<file path="src/shared/smc_pkg.sv">
// Shared constants and types for the serial port core
package smc_pkg;
  // Baud-rate generator divisor reset value and width
  localparam int BRG_W = 16;
  localparam logic [15:0] BRG_RESET = 16'h0002;
  localparam logic [15:0] BRG_RELOAD_AT = 16'h0001;
  // Status bit positions
  localparam int ST_DONE_POS = 7;
  localparam int ST_WRITE_COLLISION_FLAG_POS = 6;
  localparam int ST_MODE_FAULT_FLAG_POS = 4;
  // Byte length
  localparam int BYTE_BITS = 8;
  localparam logic [3:0] EDGE_COUNT = 4'h8;
  // Receive FIFO depth
  localparam int FIFO_DEPTH = 8;
  // Transfer state encoding
  typedef enum logic [1:0] {
    SMC_IDLE = 2'b00,
    SMC_MXFER = 2'b01,
    SMC_SXFER = 2'b10
  } smc_state_t;
endpackage

</file>
<file path="src/design/smc_fifo.sv">
// Receive FIFO with valid/ready on both sides
`timescale 1ns/1ps
module smc_fifo #(
  parameter int WIDTH = 8,
  parameter int DEPTH = 8
) (
  // Clock and reset
  input wire logic CLK_IN,
  input wire logic SRST_IN,
  // Fill side
  input wire logic in_valid,
  output logic in_ready,
  input wire logic [WIDTH-1:0] in_data,
  // Drain side
  output logic out_valid,
  input wire logic out_ready,
  output logic [WIDTH-1:0] out_data
);
  localparam int AW = $clog2(DEPTH);
  // Elaboration check: pointers need a power-of-two depth
  if (DEPTH < 2 || (1 << AW) != DEPTH) begin : g_bad_depth
    $error("DEPTH must be a power of two >= 2");
  end
  logic [WIDTH-1:0] mem_r [DEPTH];  // Storage
  logic [AW:0] wp_r;  // Write pointer
  logic [AW:0] rp_r;  // Read pointer
  wire logic full_w = (wp_r[AW] != rp_r[AW]) && (wp_r[AW-1:0] == rp_r[AW-1:0]);
  wire logic empty_w = (wp_r == rp_r);
  wire logic push_w = in_valid && !full_w;
  wire logic pop_w = out_ready && !empty_w;
  assign in_ready = !full_w;
  assign out_valid = !empty_w;
  assign out_data = mem_r[rp_r[AW-1:0]];
  // Pointer and storage update
  always_ff @(posedge CLK_IN) begin
    if (SRST_IN) begin
      wp_r <= '0;
      rp_r <= '0;
    end else begin
      if (push_w) begin
        mem_r[wp_r[AW-1:0]] <= in_data;
        wp_r <= wp_r + 1'b1;
      end
      if (pop_w) begin
        rp_r <= rp_r + 1'b1;
      end
    end
  end
endmodule

</file>
<file path="src/design/smc_core.sv">
// Full-duplex byte serial port, master or slave
`timescale 1ns/1ps
module smc_core
  import smc_pkg::*;
#(
  parameter int RX_DEPTH = FIFO_DEPTH
) (
  // Clock and reset
  input wire logic CLK_IN,
  input wire logic SRST_IN,
  // Control writes
  input wire logic CTL_WR_IN,
  input wire logic CTL_EN_IN,
  input wire logic CTL_MASTER_IN,
  input wire logic CTL_POL_IN,
  input wire logic CTL_PHASE_IN,
  input wire logic BRG_WR_IN,
  input wire logic [15:0] BRG_DIV_IN,
  // Transmit write
  input wire logic TX_WR_IN,
  input wire logic [7:0] TX_DATA_IN,
  // Status read
  input wire logic STATUS_RD_IN,
  output logic [7:0] STATUS_OUT,
  output logic EN_OUT,
  output logic MASTER_OUT,
  output logic BUSY_OUT,
  // Receive stream
  output logic RX_VALID_OUT,
  input wire logic RX_READY_IN,
  output logic [7:0] RX_DATA_OUT,
  // Serial pins
  input wire logic SCK_IN,
  output logic SCK_OUT,
  output logic SCK_OE_OUT,
  input wire logic SS_N_IN,
  input wire logic MISO_IN,
  output logic MISO_OUT,
  output logic MISO_OE_OUT,
  input wire logic MOSI_IN,
  output logic MOSI_OUT,
  output logic MOSI_OE_OUT
);
  // Elaboration check on the queue depth
  if (RX_DEPTH < 2) begin : g_bad_depth
    $error("RX_DEPTH too small");
  end

  // Control and status registers
  logic en_r, master_r, pol_r, pha_r;
  logic done_r, write_collision_flag_r, mode_fault_flag_r;
  logic [15:0] div_r;  // Divisor latch
  logic [15:0] cnt_r;  // Baud down counter
  logic tick_r;  // End-of-count pulse
  smc_state_t st_r;
  logic [7:0] sh_r;  // Shift register
  logic [3:0] bits_r;  // Sampled bit count
  logic sck_r;  // Master clock level
  logic half_r;  // Divide-by-two phase
  logic out_bit_r;  // Current serial output bit
  logic [7:0] sample_r;  // Sample holder for master and slave
  // Synchronisers for the serial input pins, including MISO for the master
  logic sck_m_r, sck_s_r, sck_d_r;
  logic ss_m_r, ss_s_r, ss_d_r;
  logic mosi_m_r, mosi_s_r;
  logic miso_m_r, miso_s_r;

  // Receive FIFO hookup
  logic rx_push_r;
  logic [7:0] rx_byte_r;
  wire logic rx_ready_w;

  // Named decode wires
  wire logic busy_w = (st_r != SMC_IDLE);
  wire logic is_master_w = en_r && master_r;
  wire logic is_slave_w = en_r && !master_r;
  // Effective slave shift clock: select ORed with clock in phase 0
  wire logic eff_sck_w = pha_r ? sck_s_r : (sck_s_r | ss_s_r);
  wire logic eff_sck_d_w = pha_r ? sck_d_r : (sck_d_r | ss_d_r);
  wire logic s_rise_w = eff_sck_w && !eff_sck_d_w;
  wire logic s_fall_w = !eff_sck_w && eff_sck_d_w;
  // Receive edge is rising when phase equals polarity
  wire logic rx_on_rise_w = (pha_r == pol_r);
  wire logic s_rx_edge_w = rx_on_rise_w ? s_rise_w : s_fall_w;
  wire logic s_tx_edge_w = rx_on_rise_w ? s_fall_w : s_rise_w;
  wire logic ss_fall_w = !ss_s_r && ss_d_r;
  wire logic ss_rise_w = ss_s_r && !ss_d_r;
  wire logic fault_w = is_master_w && !ss_s_r;
  wire logic tx_accept_w = TX_WR_IN && !busy_w;
  wire logic collide_w = TX_WR_IN && busy_w;
  wire logic ser_in_w = master_r ? miso_s_r : mosi_s_r;
  // Master: receive half is the toggle leaving idle level in phase 0
  wire logic m_lead_w = tick_r && (sck_r == pol_r);
  wire logic m_trail_w = tick_r && (sck_r != pol_r);
  wire logic m_sample_w = pha_r ? m_trail_w : m_lead_w;
  wire logic m_shift_w = pha_r ? m_lead_w : m_trail_w;
  wire logic byte_end_w = (bits_r == EDGE_COUNT);
  // Master byte ends on the trail after eight samples; phase 1 samples on it
  wire logic m_last_w = pha_r ? (bits_r == EDGE_COUNT - 4'h1) : byte_end_w;
  wire logic m_end_w = m_trail_w && m_last_w;
  // Finished byte; in phase 1 it includes the sample taken on the ending edge
  wire logic [7:0] m_rx_byte_w = pha_r ? {sh_r[6:0], ser_in_w} : sample_r;

  // Baud-rate generator down counter
  always_ff @(posedge CLK_IN) begin
    if (SRST_IN) begin
      div_r <= BRG_RESET;
      cnt_r <= BRG_RESET;
      tick_r <= 1'b0;
    end else if (BRG_WR_IN) begin
      div_r <= BRG_DIV_IN;
      cnt_r <= BRG_DIV_IN;
      tick_r <= 1'b0;
    end else if (cnt_r == BRG_RELOAD_AT) begin
      cnt_r <= div_r;
      tick_r <= 1'b1;
    end else begin
      cnt_r <= cnt_r - 16'h0001;
      tick_r <= 1'b0;
    end
  end

  // Pin synchronisers
  always_ff @(posedge CLK_IN) begin
    if (SRST_IN) begin
      sck_m_r <= 1'b0;
      sck_s_r <= 1'b0;
      sck_d_r <= 1'b0;
      ss_m_r <= 1'b1;
      ss_s_r <= 1'b1;
      ss_d_r <= 1'b1;
      mosi_m_r <= 1'b0;
      mosi_s_r <= 1'b0;
      miso_m_r <= 1'b0;
      miso_s_r <= 1'b0;
    end else begin
      sck_m_r <= SCK_IN;
      sck_s_r <= sck_m_r;
      sck_d_r <= sck_s_r;
      ss_m_r <= SS_N_IN;
      ss_s_r <= ss_m_r;
      ss_d_r <= ss_s_r;
      mosi_m_r <= MOSI_IN;
      mosi_s_r <= mosi_m_r;
      miso_m_r <= MISO_IN;
      miso_s_r <= miso_m_r;
    end
  end

  // Control bits; mode fault drops enable and master
  always_ff @(posedge CLK_IN) begin
    if (SRST_IN) begin
      en_r <= 1'b0;
      master_r <= 1'b0;
      pol_r <= 1'b0;
      pha_r <= 1'b1;
    end else if (fault_w) begin
      en_r <= 1'b0;
      master_r <= 1'b0;
    end else if (CTL_WR_IN) begin
      en_r <= CTL_EN_IN;
      master_r <= CTL_MASTER_IN;
      pol_r <= CTL_POL_IN;
      pha_r <= CTL_PHASE_IN;
    end
  end

  // Status flags: set wins over read clear
  always_ff @(posedge CLK_IN) begin
    if (SRST_IN) begin
      done_r <= 1'b0;
      write_collision_flag_r <= 1'b0;
      mode_fault_flag_r <= 1'b0;
    end else begin
      done_r <= rx_push_r | (done_r & !STATUS_RD_IN);
      write_collision_flag_r <= collide_w | (write_collision_flag_r & !STATUS_RD_IN);
      mode_fault_flag_r <= fault_w | (mode_fault_flag_r & !STATUS_RD_IN);
    end
  end

  // Transfer engine for both roles
  always_ff @(posedge CLK_IN) begin
    if (SRST_IN) begin
      st_r <= SMC_IDLE;
      sh_r <= 8'h00;
      bits_r <= 4'h0;
      sck_r <= 1'b0;
      half_r <= 1'b0;
      out_bit_r <= 1'b0;
      rx_push_r <= 1'b0;
      rx_byte_r <= 8'h00;
      sample_r <= 8'h00;
    end else begin
      rx_push_r <= 1'b0;
      unique case (st_r)
        SMC_IDLE: begin
          // Idle clock at polarity level
          sck_r <= pol_r;
          half_r <= 1'b0;
          bits_r <= 4'h0;
          if (tx_accept_w) begin
            sh_r <= TX_DATA_IN;
            out_bit_r <= TX_DATA_IN[7];
          end
          if (tx_accept_w && is_master_w) begin
            st_r <= SMC_MXFER;
          end else if (is_slave_w && !ss_s_r && (pha_r ? s_tx_edge_w : ss_fall_w)) begin
            // Phase 0 starts on select fall, phase 1 at first edge
            st_r <= SMC_SXFER;
            out_bit_r <= sh_r[7];
          end else if (is_slave_w && !ss_s_r && pha_r && s_rx_edge_w) begin
            st_r <= SMC_SXFER;
            sample_r <= {sh_r[6:0], ser_in_w};
            bits_r <= 4'h1;
          end
        end
        SMC_MXFER: begin
          // Divide baud ticks by two to form the clock
          if (tick_r) begin
            sck_r <= !sck_r;
            half_r <= !half_r;
          end
          if (m_sample_w) begin
            sample_r <= {sh_r[6:0], ser_in_w};
            bits_r <= bits_r + 4'h1;
          end
          if (m_shift_w && bits_r != 4'h0) begin
            sh_r <= sample_r;
            out_bit_r <= sample_r[7];
          end
          if (m_end_w) begin
            st_r <= SMC_IDLE;
            rx_byte_r <= m_rx_byte_w;
            sh_r <= m_rx_byte_w;
            rx_push_r <= 1'b1;
          end
          if (!is_master_w) begin
            st_r <= SMC_IDLE;
          end
        end
        SMC_SXFER: begin
          if (s_rx_edge_w && !ss_s_r) begin
            sample_r <= {sh_r[6:0], ser_in_w};
            bits_r <= bits_r + 4'h1;
          end
          if (s_tx_edge_w && !ss_s_r && bits_r != 4'h0 && !byte_end_w) begin
            sh_r <= sample_r;
            out_bit_r <= sample_r[7];
          end
          if (byte_end_w && (pha_r || ss_rise_w)) begin
            // Phase 1 ends at completion, phase 0 on select rise
            st_r <= SMC_IDLE;
            sh_r <= sample_r;
            rx_byte_r <= sample_r;
            rx_push_r <= 1'b1;
          end else if (ss_rise_w && !pha_r) begin
            st_r <= SMC_IDLE;  // Aborted frame
          end
          if (!is_slave_w) begin
            st_r <= SMC_IDLE;
          end
        end
        default: st_r <= SMC_IDLE;
      endcase
    end
  end

  // Registered outputs and pin drivers
  always_ff @(posedge CLK_IN) begin
    if (SRST_IN) begin
      STATUS_OUT <= 8'h00;
      EN_OUT <= 1'b0;
      MASTER_OUT <= 1'b0;
      BUSY_OUT <= 1'b0;
      SCK_OUT <= 1'b0;
      SCK_OE_OUT <= 1'b0;
      MISO_OUT <= 1'b0;
      MISO_OE_OUT <= 1'b0;
      MOSI_OUT <= 1'b0;
      MOSI_OE_OUT <= 1'b0;
    end else begin
      STATUS_OUT <= 8'h00;
      STATUS_OUT[ST_DONE_POS] <= done_r;
      STATUS_OUT[ST_WRITE_COLLISION_FLAG_POS] <= write_collision_flag_r;
      STATUS_OUT[ST_MODE_FAULT_FLAG_POS] <= mode_fault_flag_r;
      EN_OUT <= en_r;
      MASTER_OUT <= master_r;
      BUSY_OUT <= busy_w;
      SCK_OUT <= is_master_w ? sck_r : pol_r;
      SCK_OE_OUT <= is_master_w;
      MOSI_OUT <= out_bit_r;
      MOSI_OE_OUT <= is_master_w;
      MISO_OUT <= out_bit_r;
      MISO_OE_OUT <= is_slave_w && !ss_s_r;
    end
  end

  // Received bytes queue for the reader
  smc_fifo #(.WIDTH(BYTE_BITS), .DEPTH(RX_DEPTH)) u_rx_fifo (
    .CLK_IN(CLK_IN),
    .SRST_IN(SRST_IN),
    .in_valid(rx_push_r),
    .in_ready(rx_ready_w),
    .in_data(rx_byte_r),
    .out_valid(RX_VALID_OUT),
    .out_ready(RX_READY_IN),
    .out_data(RX_DATA_OUT)
  );

  // Master clock toggles within the current byte
  logic [4:0] m_edges_r;
  // Counter cleared outside master transfers
  always_ff @(posedge CLK_IN) begin
    if (SRST_IN || st_r != SMC_MXFER) begin
      m_edges_r <= 5'h00;
    end else if (tick_r) begin
      m_edges_r <= m_edges_r + 5'h01;
    end
  end

  // Checks on the logic above
  chk_master_edges: assert property (@(posedge CLK_IN) disable iff (SRST_IN)
    (rx_push_r && master_r) |-> m_edges_r == 5'(2 * BYTE_BITS)) else $error("edge count");
  chk_fault_clears_en: assert property (@(posedge CLK_IN) disable iff (SRST_IN)
    fault_w |=> !en_r && !master_r && mode_fault_flag_r) else $error("fault did not disable");
  chk_write_collision_flag_on_busy_wr: assert property (@(posedge CLK_IN) disable iff (SRST_IN)
    (TX_WR_IN && busy_w) |=> write_collision_flag_r) else $error("no write_collision_flag");
  chk_miso_float_sel: assert property (@(posedge CLK_IN) disable iff (SRST_IN)
    ss_s_r |=> !MISO_OE_OUT) else $error("miso driven unselected");
  chk_disabled_float: assert property (@(posedge CLK_IN) disable iff (SRST_IN)
    !en_r |=> !MISO_OE_OUT && !MOSI_OE_OUT) else $error("pins driven disabled");
  chk_master_dirs: assert property (@(posedge CLK_IN) disable iff (SRST_IN)
    is_master_w |=> MOSI_OE_OUT && !MISO_OE_OUT) else $error("master direction");
  chk_done_on_push: assert property (@(posedge CLK_IN) disable iff (SRST_IN)
    rx_push_r |=> done_r) else $error("done not set");
  chk_read_clears: assert property (@(posedge CLK_IN) disable iff (SRST_IN)
    (STATUS_RD_IN && !rx_push_r && !collide_w && !fault_w) |=> !done_r && !write_collision_flag_r && !mode_fault_flag_r)
    else $error("read did not clear");
  chk_byte_eight: assert property (@(posedge CLK_IN) disable iff (SRST_IN)
    rx_push_r |-> bits_r == EDGE_COUNT) else $error("byte not eight bits");
  chk_brg_reload: assert property (@(posedge CLK_IN) disable iff (SRST_IN)
    (cnt_r == BRG_RELOAD_AT && !BRG_WR_IN) |=> tick_r && cnt_r == div_r)
    else $error("brg reload");
  chk_idle_clock: assert property (@(posedge CLK_IN) disable iff (SRST_IN)
    (st_r == SMC_IDLE && !CTL_WR_IN) [*2] |=> SCK_OUT == pol_r) else $error("clock idle");
  cov_master_byte: cover property (@(posedge CLK_IN) st_r == SMC_MXFER ##[1:300] rx_push_r);
  cov_slave_byte: cover property (@(posedge CLK_IN) st_r == SMC_SXFER ##[1:1000] rx_push_r);
  cov_slave_hold: cover property (@(posedge CLK_IN) rx_push_r && pha_r && !ss_s_r);
  cov_fault: cover property (@(posedge CLK_IN) fault_w);
  cov_collide: cover property (@(posedge CLK_IN) collide_w);
endmodule

</file>
<file path="config.mk">
export PLATFORM = sky130hd
export DESIGN_NAME = smc_core
export DESIGN_NICKNAME = d
export VERILOG_FILES = /design/src/shared/smc_pkg.sv /design/src/design/smc_fifo.sv /design/src/design/smc_core.sv
export SDC_FILE = /design/constraint.sdc
export NUM_CORES = 1
export LEC_CHECK = 0
export ABC_CLOCK_PERIOD_IN_PS = 3400
export BUFFER_PORTS_ARGS = -buffer_cell sky130_fd_sc_hd__buf_2
export CAP_MARGIN = 20
export CORE_MARGIN = 5
export CORE_UTILIZATION = 50
export CTS_CLUSTER_SIZE = 25
export DETAILED_ROUTE_END_ITERATION = 8
export PLACE_DENSITY = 0.75
export SLEW_MARGIN = 20
export SYNTH_ARGS = -nofsm -noshare
export SYNTH_HDL_FRONTEND = slang
export SYNTH_SLANG_ARGS = --single-unit
</file>
<file path="constraint.sdc">
create_clock -name CLK_IN -period 3.4 [get_ports CLK_IN]
set_input_delay 0 -clock CLK_IN [delete_from_list [all_inputs] [get_ports CLK_IN]]
set_output_delay 0 -clock CLK_IN [all_outputs]
set_load 0.03 [all_outputs]
</file>
==> results of run 1 <==
==> cell usage after synthesis (4+ instances only) <==
master,count,area (um^2)
sky130_fd_sc_hd__a211o_1,5,43.8
sky130_fd_sc_hd__o221ai_1,5,43.8
sky130_fd_sc_hd__buf_2,7,35.0
sky130_fd_sc_hd__mux2i_1,31,310
sky130_fd_sc_hd__nor2_1,64,240
sky130_fd_sc_hd__xnor2_1,12,105
sky130_fd_sc_hd__or3_1,5,31.3
sky130_fd_sc_hd__dfxtp_1,104,2080
sky130_fd_sc_hd__o22ai_1,12,75.1
sky130_fd_sc_hd__and2_1,6,37.5
sky130_fd_sc_hd__nor4_1,4,25.0
sky130_fd_sc_hd__a21oi_1,42,210
sky130_fd_sc_hd__a211oi_1,8,60.1
sky130_fd_sc_hd__mux4_2,16,360
sky130_fd_sc_hd__mux2_2,9,101
sky130_fd_sc_hd__clkbuf_1,30,113
sky130_fd_sc_hd__xor2_1,7,61.3
sky130_fd_sc_hd__o211ai_1,4,30.0
sky130_fd_sc_hd__nor3_1,14,70.1
sky130_fd_sc_hd__nand2_1,50,188
sky130_fd_sc_hd__nand3_1,13,65.1
sky130_fd_sc_hd__edfxtp_1,64,1920
sky130_fd_sc_hd__nor3b_1,5,37.5
sky130_fd_sc_hd__ha_1,10,125
sky130_fd_sc_hd__nand2b_1,18,113
sky130_fd_sc_hd__buf_4,8,60.1
sky130_fd_sc_hd__inv_1,23,86.3
sky130_fd_sc_hd__nand4_1,5,31.3
sky130_fd_sc_hd__o21ai_0,27,135
sky130_fd_sc_hd__a31oi_1,5,31.3
sky130_fd_sc_hd__nor2b_1,13,81.3
==> what timing repair did <==
item,4_1_cts,5_1_grt
endpoints found under the hold margin,51,0
endpoints found under the setup margin,0,0
hold buffers,36,0
resized for setup,0,0
==> sequential cells by signal (all words and copies together), names as in the netlist, 2 cells and up, named ones only <==
| signal | cells |
|---|---|
| STATUS_OUT | 3 |
| u_rx_fifo.rp_r | 4 |
| u_rx_fifo.wp_r | 4 |
| u_rx_fifo.mem_r | 64 |
| bits_r | 4 |
| sample_r | 8 |
| st_r | 2 |
| sh_r | 8 |
| cnt_r | 16 |
| div_r | 16 |
| rx_byte_r | 8 |
==> per-stage QoR <==
| step | utilization [%] | setup slack [ns] | instances |
|---|---|---|---|
| after floorplan | - | 1.11 | 685 |
| after global placement | 53.5 | 0.937 | 889 |
| after detailed placement | 53.5 | 0.779 | 889 |
| after CTS | 60.3 | 0.733 | 957 |
| after global routing | 60.3 | 0.513 | 957 |
| final | 60.3 | 0.706 | 957 |
==> metal layers <==
metal / share of wire, % / wire length (um) / vias to the layer above
met1: 45 / 6990 / 2549
li1: - / - / 2614
met5: 0 / 0 / -
met2: 49 / 7560 / 138
met3: 4.4 / 687 / 25
met4: 1.9 / 288 / 0
==> cells by family after synthesis <==
| family | Yosys count | share of synthesized area (%) |
|---|---|---|
| flip-flops | 168 | 54.2 |
| AO/OA/AOI/OAI | 136 | 11.8 |
| buffers and inverters | 70 | 4.10 |
| XOR/XNOR | 20 | 2.56 |
| AND/OR/NAND/NOR | 220 | 15.1 |
| other | 1 | 0.0507 |
| multiplexers | 56 | 10.4 |
| adder cells (fa/ha/maj) | 10 | 1.69 |
==> power by group through the flow <==
stage	combinational, W	sequential [W]	clock (W)
after floorplan	0.000388	0.00232	0
final	0.000525	0.00231	0.00198
after detailed placement	0.000483	0.00235	0
after global routing	0.000578	0.00233	0.00209
after CTS	0.000520	0.00231	0.00201
after global placement	0.000466	0.00234	0
==> worst paths after layout <==
check | start | end | slack, ns | depth (start not counted)
worst max-delay path | pha_r$_SDFFE_PP1P_ | rx_byte_r[1]$_SDFFE_PP0P_ | 0.71 | 6
worst min-delay path | SRST_IN | MASTER_OUT$_SDFF_PP0_ | 0.05 | 2
worst max register to register | pha_r$_SDFFE_PP1P_ | rx_byte_r[1]$_SDFFE_PP0P_ | 0.71 | 6
worst min register to register | ss_m_r$_SDFF_PP1_ | ss_s_r$_SDFF_PP1_ | 0.41 | 1
==> area by class of cell <==
type                    instances  area [um^2]  area share [%]
inverters                      23         86.3           0.985
clock inverters                10          103            1.17
multi-input cells             447         3110            35.4
flip-flops and latches        168         4000            45.7
well taps                     184          230            2.63
clock buffers                  22          518            5.91
repair buffers                103          716            8.17
==> cells in the final DEF, fill, tap and decap left out, types with 9 or more instances in the layout <==
master and instances:
sky130_fd_sc_hd__inv_1 23, sky130_fd_sc_hd__o21ai_0 27, sky130_fd_sc_hd__nand2b_1 18, sky130_fd_sc_hd__edfxtp_1 64, sky130_fd_sc_hd__mux4_2 16, sky130_fd_sc_hd__nand2_1 50
sky130_fd_sc_hd__nor3_1 14, sky130_fd_sc_hd__nor2_1 64, sky130_fd_sc_hd__mux2i_1 31, sky130_fd_sc_hd__buf_2 59, sky130_fd_sc_hd__dlygate4sd3_1 36, sky130_fd_sc_hd__o22ai_1 12
sky130_fd_sc_hd__mux2_2 9, sky130_fd_sc_hd__dfxtp_1 104, sky130_fd_sc_hd__clkbuf_16 20, sky130_fd_sc_hd__a21oi_1 42, sky130_fd_sc_hd__nand3_1 13, sky130_fd_sc_hd__nor2b_1 13
sky130_fd_sc_hd__ha_1 10, sky130_fd_sc_hd__xnor2_1 12
==> results.md, run 1 <==
- The met2 track demand over resource in global routing is 29.5%.
- The DRC violation count after routing is 0.
- The cell sitting at the root of the clock tree is a sky130_fd_sc_hd__clkbuf_16.
- The number of rows in the core area is 44.
- In the synthesized netlist the dominant register cell turns out to be sky130_fd_sc_hd__dfxtp_1.
- The async set-or-reset flop fraction in the synthesized netlist is 0%.
- Dividing the detail-routed wire length by the instance count gives 16.2 um.
- At the pin with the least slew margin, the transition time is 0.965 ns.
- After synthesis the cells add up to 7390 um^2.
- The maximum number of pins on one net before global-route repair is 73.
- The worst vdd rail ir drop is 388 uV.
- The clock period minus worst slack is 2.69 ns.
- By startpoint and endpoint, the worst setup path is classified as flop to flop.
- The clock-pin transition on the worst setup and hold timing paths is 0.07 ns.
- After detailed placement, the total cell area comes to 7780 um^2.
- The weighted congestion reported at the end of routability-driven placement is 0.866.
- The antenna cell count is 0.
- Setup total negative slack on the finished layout was measured at 0 ns.
- Synthesis handed over a netlist of 681 instances.
- In this run the remaining antenna-violating nets after routing total 0.
- For the final database, setup skew stands at 0.00807 ns.
- The global routing usage on met1 is 23.4%.
- In this run the worst hold path is classified as input port to flop.
- The count of buffer and inverter cells on the critical path is 0.
- The final-report hold violation count is 0.
- The final HPWL from detailed placement is 10100 um.
- The run finished with clean final reports.
- From synthesis to final layout, the design area changed by 18.5%.
- The fmax is 371 MHz.
- No sink is reached through more buffers than the 2 on the longest clock path.
- Net switching is 25.1% of the power.
- The count of H-tree levels built during CTS is 4.
- The number of setup buffers added after CTS is 0.
- The area of all placed cells without fillers is 8760 um^2.
- The count of buffers added on input and output ports is 59.
- Setup violations remaining at the end of the flow were counted as 0.
- The share of layout cells above drive strength 1 is 18.1%.
- After global routing the overflow that remains totals 0.
- For this run, the number of Yosys warnings is 0.
- The critical path's largest stage delay is 0.81 ns.
- Setup repair after global routing left no endpoint under its margin.
- Max-cap violations in this run came to 0.
- The total power consumption of the routed design is 0.00481 W.
- The kind of cell with the highest combined delay on the critical path is simple AND/OR/NAND/NOR gates.
- The number of synthesized flops with an enable pin is 64.
- In this run the vertical extent of the chip is 132 um.
- The net count reported at finish is 809.
- The number of DRC markers in iteration 0 is 431.
- The fraction of power consumed by sequential logic is 48.0%.
- Clock latency on the worst-skew pair, taken at its later pin, is 0.42 ns.
- The top fanout value on the critical path is 23.
- The floorplan die area is 17300 um^2.
- The average instance in the mapped netlist occupies 10.9 um^2.
- The number of antenna violations at the first check in global routing is 0.
- The number of global-route vias before repair is 5220.
- The register area share after synthesis is 54.2%.
- The cell that appears most often on the critical path is sky130_fd_sc_hd__nor2_1.
- The starting utilization of the core area is 50.9%.
- The x dimension of the die is 132 um.
- The CTS buffer count is 17.
- Data on the critical path arrives at its endpoint at 3.03 ns.
- The clock tree from TritonCTS is yes.
- In this run the most used layer during global routing was met2.
- In this run the static leakage power is 3.34 nW.
- The number of max-slew violations in the final report came to 0.
- STA classifies the critical path endpoint as a flop.
- The final hold slack is 0.0539 ns.
- The required time at the worst-slack endpoint is 3.73 ns.
- The kind of start point of the critical path is a flop.
- The number of different library cells used by synthesis comes to 70.
- The synthesized design contains 168 register bits.
- The top-level port count is 65.
- The core region is 14500 um^2.
- Walking the worst path, the cells encountered are and4b_1, o211a_1, nor2_1, nor3_2, nor2_1, a211oi_1.
- Global routing consumed, on the met3 layer, 3.90% of the routing resources.
- After layout, the worst path uses 79.2% of the clock period.
- The total number of vias is 5326.
- The global routing usage summed across all routing layers is 18.1%.
- The design internal power is 0.00361 W.
- The wire length of the first global-routing pass is 25900 um.
- The tree built by TritonCTS fans out to 168 sinks.
- The number of iterations in the first detailed-routing pass is 5.
- The fraction of power consumed by the clock network is 41.1%.
- Combinational logic is responsible for 10.9% of the overall power.
- The post-detailed-routing wire length is 15500 um.
- In this run the tightest slew margin relative to its limit is 35.3%.
- For this design, the slowest cell found on the critical path is sky130_fd_sc_hd__nor3_2.
- The power density over the cells is 549 nW/um^2.
- The final-layout fill cell count is 1186.
- The power dissipated by switching net loads is 0.00121 W.
- The mean number of vias per cell is 5.57.
Note: power is estimated with default switching activity, not from simulation.
==> run 2, diff against run 1 <==
--- a/config.mk
+++ b/config.mk
@@ -5,7 +5,7 @@
 export SDC_FILE = /design/constraint.sdc
 export NUM_CORES = 1
 export LEC_CHECK = 0
-export ABC_CLOCK_PERIOD_IN_PS = 3400
+export ABC_CLOCK_PERIOD_IN_PS = 2740
 export BUFFER_PORTS_ARGS = -buffer_cell sky130_fd_sc_hd__buf_2
 export CAP_MARGIN = 20
 export CORE_MARGIN = 5
==> constraint.sdc (replaced) <==
create_clock -name CLK_IN -period 2.74 [get_ports CLK_IN]
set_input_delay 0 -clock CLK_IN [delete_from_list [all_inputs] [get_ports CLK_IN]]
set_output_delay 0 -clock CLK_IN [all_outputs]
set_load 0.03 [all_outputs]
==> run 2 against run 1 <==
Effect of this change: design area hardly changed; wire length is 0.79% lower; largest cell class unchanged; core utilization rose by 0.052 points; sequential share of layout area barely moved; cell count up 1.0%; worst hold slack got worse by 0.0023 ns; clock skew is 0.0019 ns higher; power is 20% higher; first-iteration DRC count decreased by 20%; global-route usage decreased by 0.16 points; die area unchanged.
==> results.md, run 2 (same netlist as run 1, synthesis figures left out) <==
- The fmax is 393 MHz (was 371 MHz).
- The clock-pin transition on the worst setup and hold timing paths is 0.07 ns (about the same).
- The post-cts repair resize count is 0 (unchanged).
- The nature of the critical path endpoint is a flop (unchanged).
- The required time at the worst-slack endpoint came to 3.04 ns (was 3.73 ns).
- The share of total power consumed by net switching is 25.2% (was 25.1%).
- The total number of vias is 5374 (was 5326).
- The design internal power came to 0.00431 W (was 0.00361 W).
- The weighted congestion reported at the end of routability-driven placement is 0.850 (was 0.866).
- The kind of cell with the highest combined delay on the critical path was flip-flops (was simple AND/OR/NAND/NOR gates).
- The post-detailed-routing wire length is 15400 um (was 15500 um).
- The fraction of power consumed by the clock network was 38.6% (was 41.1%).
- The top fanout value on the critical path is 19 (was 23).
- The final HPWL from detailed placement is 10400 um (was 10100 um).
- The most repeated library cell on the critical path is sky130_fd_sc_hd__nor2_1 (unchanged).
- The number of flip-flops in the largest register is 64 (unchanged).
- RSZ-0062 raised after global routing: no (unchanged).
- The net count reported at finish is 819 (was 809).
- The max-capacitance violation count is 0 (unchanged).
- The number of DRC markers in iteration 0 was 346 (was 431).
- The global routing usage summed across all routing layers came to 17.9% (was 18.1%).
- The CTS sink count is 168 (unchanged).
- The total power consumption of the routed design is 0.00576 W (was 0.00481 W).
- The leading cell type in the layout, fill and taps excluded is sky130_fd_sc_hd__dfxtp_1 (unchanged).
- The number of max-slew violations in the final report is 0 (unchanged).
- The final cell count without fillers is 967 (was 957).
- The instance count on the critical path is 7 (was 6).
- The x dimension of the die is 132 um (unchanged).
- The number of iterations in the first detailed-routing pass was 7 (was 5).
- The setup slack after placement is 0.285 ns (was 0.779 ns).
- The worst vdd rail ir drop is 409 uV (was 388 uV).
- The fraction of power consumed by sequential logic was 49.8% (was 48.0%).
- The count of buffer and inverter cells on the critical path was 1 (was 0).
- The latest clock arrival within the worst-skew pair is 0.43 ns (was 0.42 ns).
- The class of the most critical setup path is flop to flop (unchanged).
- The setup slack of the worst register-to-register path came to 0.19 ns (was 0.71 ns).
- The share of layout cells above drive strength 1 is 18.9% (was 18.1%).
- The final setup violation count is 0 (unchanged).
- The power dissipated by switching net loads is 0.00145 W (was 0.00121 W).
- The clock tree from TritonCTS is yes (unchanged).
- The starting utilization of the core area came to 50.9% (unchanged).
- The final cycle utilization of the critical path is 93.0% (was 79.2%).
- The worst reg2reg path startpoint is pha_r$_SDFFE_PP1P_ (unchanged).
- The top-level port count is 65 (unchanged).
- The average wire per standard cell is 15.9 um (was 16.2 um).
- The number of port buffers is 59 (unchanged).
- The final hold slack is 0.0516 ns (was 0.0539 ns).
- Leading cell types in the layout, fill and taps excluded: sky130_fd_sc_hd__dfxtp_1, sky130_fd_sc_hd__nor2_1, sky130_fd_sc_hd__edfxtp_1, sky130_fd_sc_hd__buf_2, sky130_fd_sc_hd__nand2_1 (unchanged).
- The final worst slack is 0.193 ns (was 0.706 ns).
- The setup TNS came to 0 ns (unchanged).
- The reported leakage power is 3.36 nW (was 3.34 nW).
- The transition time at the pin with the least slew margin is 0.774 ns (was 0.965 ns).
- The floorplan die area is 17300 um^2 (unchanged).
- The end point of the critical path is out_bit_r$_SDFFE_PP0P_ (was rx_byte_r[1]$_SDFFE_PP0P_).
- The clock period minus worst slack was 2.55 ns (was 2.69 ns).
- The antenna cell count came to 0 (unchanged).
- The kind of start point of the critical path was a flop (unchanged).
- The critical path's largest stage delay is 0.70 ns (was 0.81 ns).
- The number of global-route vias before repair is 5327 (was 5220).
- The number of rows in the core area is 44 (unchanged).
- The power density over the cells is 657 nW/um^2 (was 549 nW/um^2).
- The mean number of vias per cell came to 5.56 (was 5.57).
- The final-report hold violation count is 0 (unchanged).
- The final-layout fill cell count was 1153 (was 1186).
- The CTS buffer count came to 17 (unchanged).
- The maximum count of clock buffers along a single path is 2 (unchanged).
- The chip height is 132 um (unchanged).
- The origin of the worst setup path was pha_r$_SDFFE_PP1P_ (unchanged).
- The number of antenna violations at the first check in global routing was 0 (unchanged).
- The total placed cells including tap cells was 899 (was 889).
- The maximum clock skew at final layout is 0.00993 ns (was 0.00807 ns).
- The count of H-tree levels built during CTS is 4 (unchanged).
- The post-route antenna net violation count is 0 (unchanged).
- Cell-by-cell listing of the critical path: xnor3_1, nor2_1, nor2_1, a2111oi_0, buf_4, mux2i_1, nor2_1 (was and4b_1, o211a_1, nor2_1, nor3_2, nor2_1, a211oi_1).
- The aggregate global routing overflow came to 0 (unchanged).
- The DRC violation count after routing was 0 (unchanged).
- Status: finished, final reports clean (unchanged).
- The wire length of the first global-routing pass was 25800 um (was 25900 um).
- The total of hold buffers inserted after clock tree synthesis is 36 (unchanged).
- The relative area change from synthesis to final layout is 18.6% (was 18.5%).
- The worst reg2reg path endpoint is out_bit_r$_SDFFE_PP0P_ (was rx_byte_r[1]$_SDFFE_PP0P_).
- The placeable core region came to 14500 um^2 (unchanged).
- The number of cells traversed by the worst register-to-register path was 7 (was 6).
- The arrival time at the worst endpoint was 2.85 ns (was 3.03 ns).
- The maximum number of pins on one net before global-route repair came to 42 (was 73).
- The type of the most critical hold path is input port to flop (unchanged).
- The normalized max-slew margin was 47.1% (was 35.3%).
- The number of setup buffers added after CTS was 0 (unchanged).
- The clock tree root driver cell is sky130_fd_sc_hd__clkbuf_16 (unchanged).
- The slowest cell on the critical path is sky130_fd_sc_hd__dfxtp_1 (was sky130_fd_sc_hd__nor3_2).
- The combinational share of power is 11.6% (was 10.9%).
==> run 2: changes by cell type in the layout (fill, tap and decap cells not counted), sizes merged <==
| cell | delta |
|---|---|
| buf | +10 |
| clkinvlp | +2 |
| inv | -2 |
| bufinv | -1 |
| clkbuf | +1 |
==> run 2: worst register-to-register path, stage by stage (launching register included) <==
cell	delay, ns
sky130_fd_sc_hd__dfxtp_1	0.70
sky130_fd_sc_hd__xnor3_1	0.46
sky130_fd_sc_hd__nor2_1	0.10
sky130_fd_sc_hd__nor2_1	0.04
sky130_fd_sc_hd__a2111oi_0	0.68
sky130_fd_sc_hd__buf_4	0.23
sky130_fd_sc_hd__mux2i_1	0.17
sky130_fd_sc_hd__nor2_1	0.05
==> run 2: worst min-delay path by stage <==
stage	endpoint	cells past startpoint	slack (ns)	from
3_5_place_dp	ss_m_r$_SDFF_PP1_	2	0.19	SS_N_IN
6_report	pha_r$_SDFFE_PP1P_	4	0.05	CTL_WR_IN
3_3_place_gp	ss_m_r$_SDFF_PP1_	2	0.19	SS_N_IN
4_1_cts	pha_r$_SDFFE_PP1P_	4	0.04	CTL_WR_IN
5_1_grt	pha_r$_SDFFE_PP1P_	4	0.08	CTL_WR_IN
2_1_floorplan	STATUS_OUT[6]$_SDFF_PP0_	1	0.08	SRST_IN
==> run 2: power by group through the flow <==
stage | clock network (W) | registers [W] | logic (W)
after floorplan | 0 | 0.00288 | 0.000481
after global placement | 0 | 0.00291 | 0.000598
after detailed placement | 0 | 0.00292 | 0.000620
after CTS | 0.00226 | 0.00287 | 0.000666
after global routing | 0.00236 | 0.00289 | 0.000741
final | 0.00222 | 0.00287 | 0.000669
==> run 2: routing by layer <==
layer  vias to the layer above  global-route usage, %  part of all wire (%)
met5                         -                      0                     0
met1                      2592                   22.8                    44
met2                       116                   30.1                    50
met3                        24                   3.56                   3.7
met4                         0                   7.03                   1.9
li1                       2642                      -                     -
==> run 2: area by class of cell <==
class / count / area, um^2 / area share (%)
Inverter: 23 / 86.3 / 0.984
Sequential cell: 168 / 4000 / 45.7
Tap cell: 184 / 230 / 2.63
Multi-Input combinational cell: 447 / 3100 / 35.4
Timing Repair Buffer: 113 / 791 / 9.02
Clock buffer: 23 / 493 / 5.62
Clock inverter: 9 / 65.1 / 0.742
==> run 2: stage by stage <==
step	util (%)	instance area [um^2]
2_1_floorplan	-	7410
3_3_place_gp	54.0	7850
3_5_place_dp	54.0	7850
4_1_cts	60.3	8770
5_1_grt	60.3	8770
6_report	60.3	8770
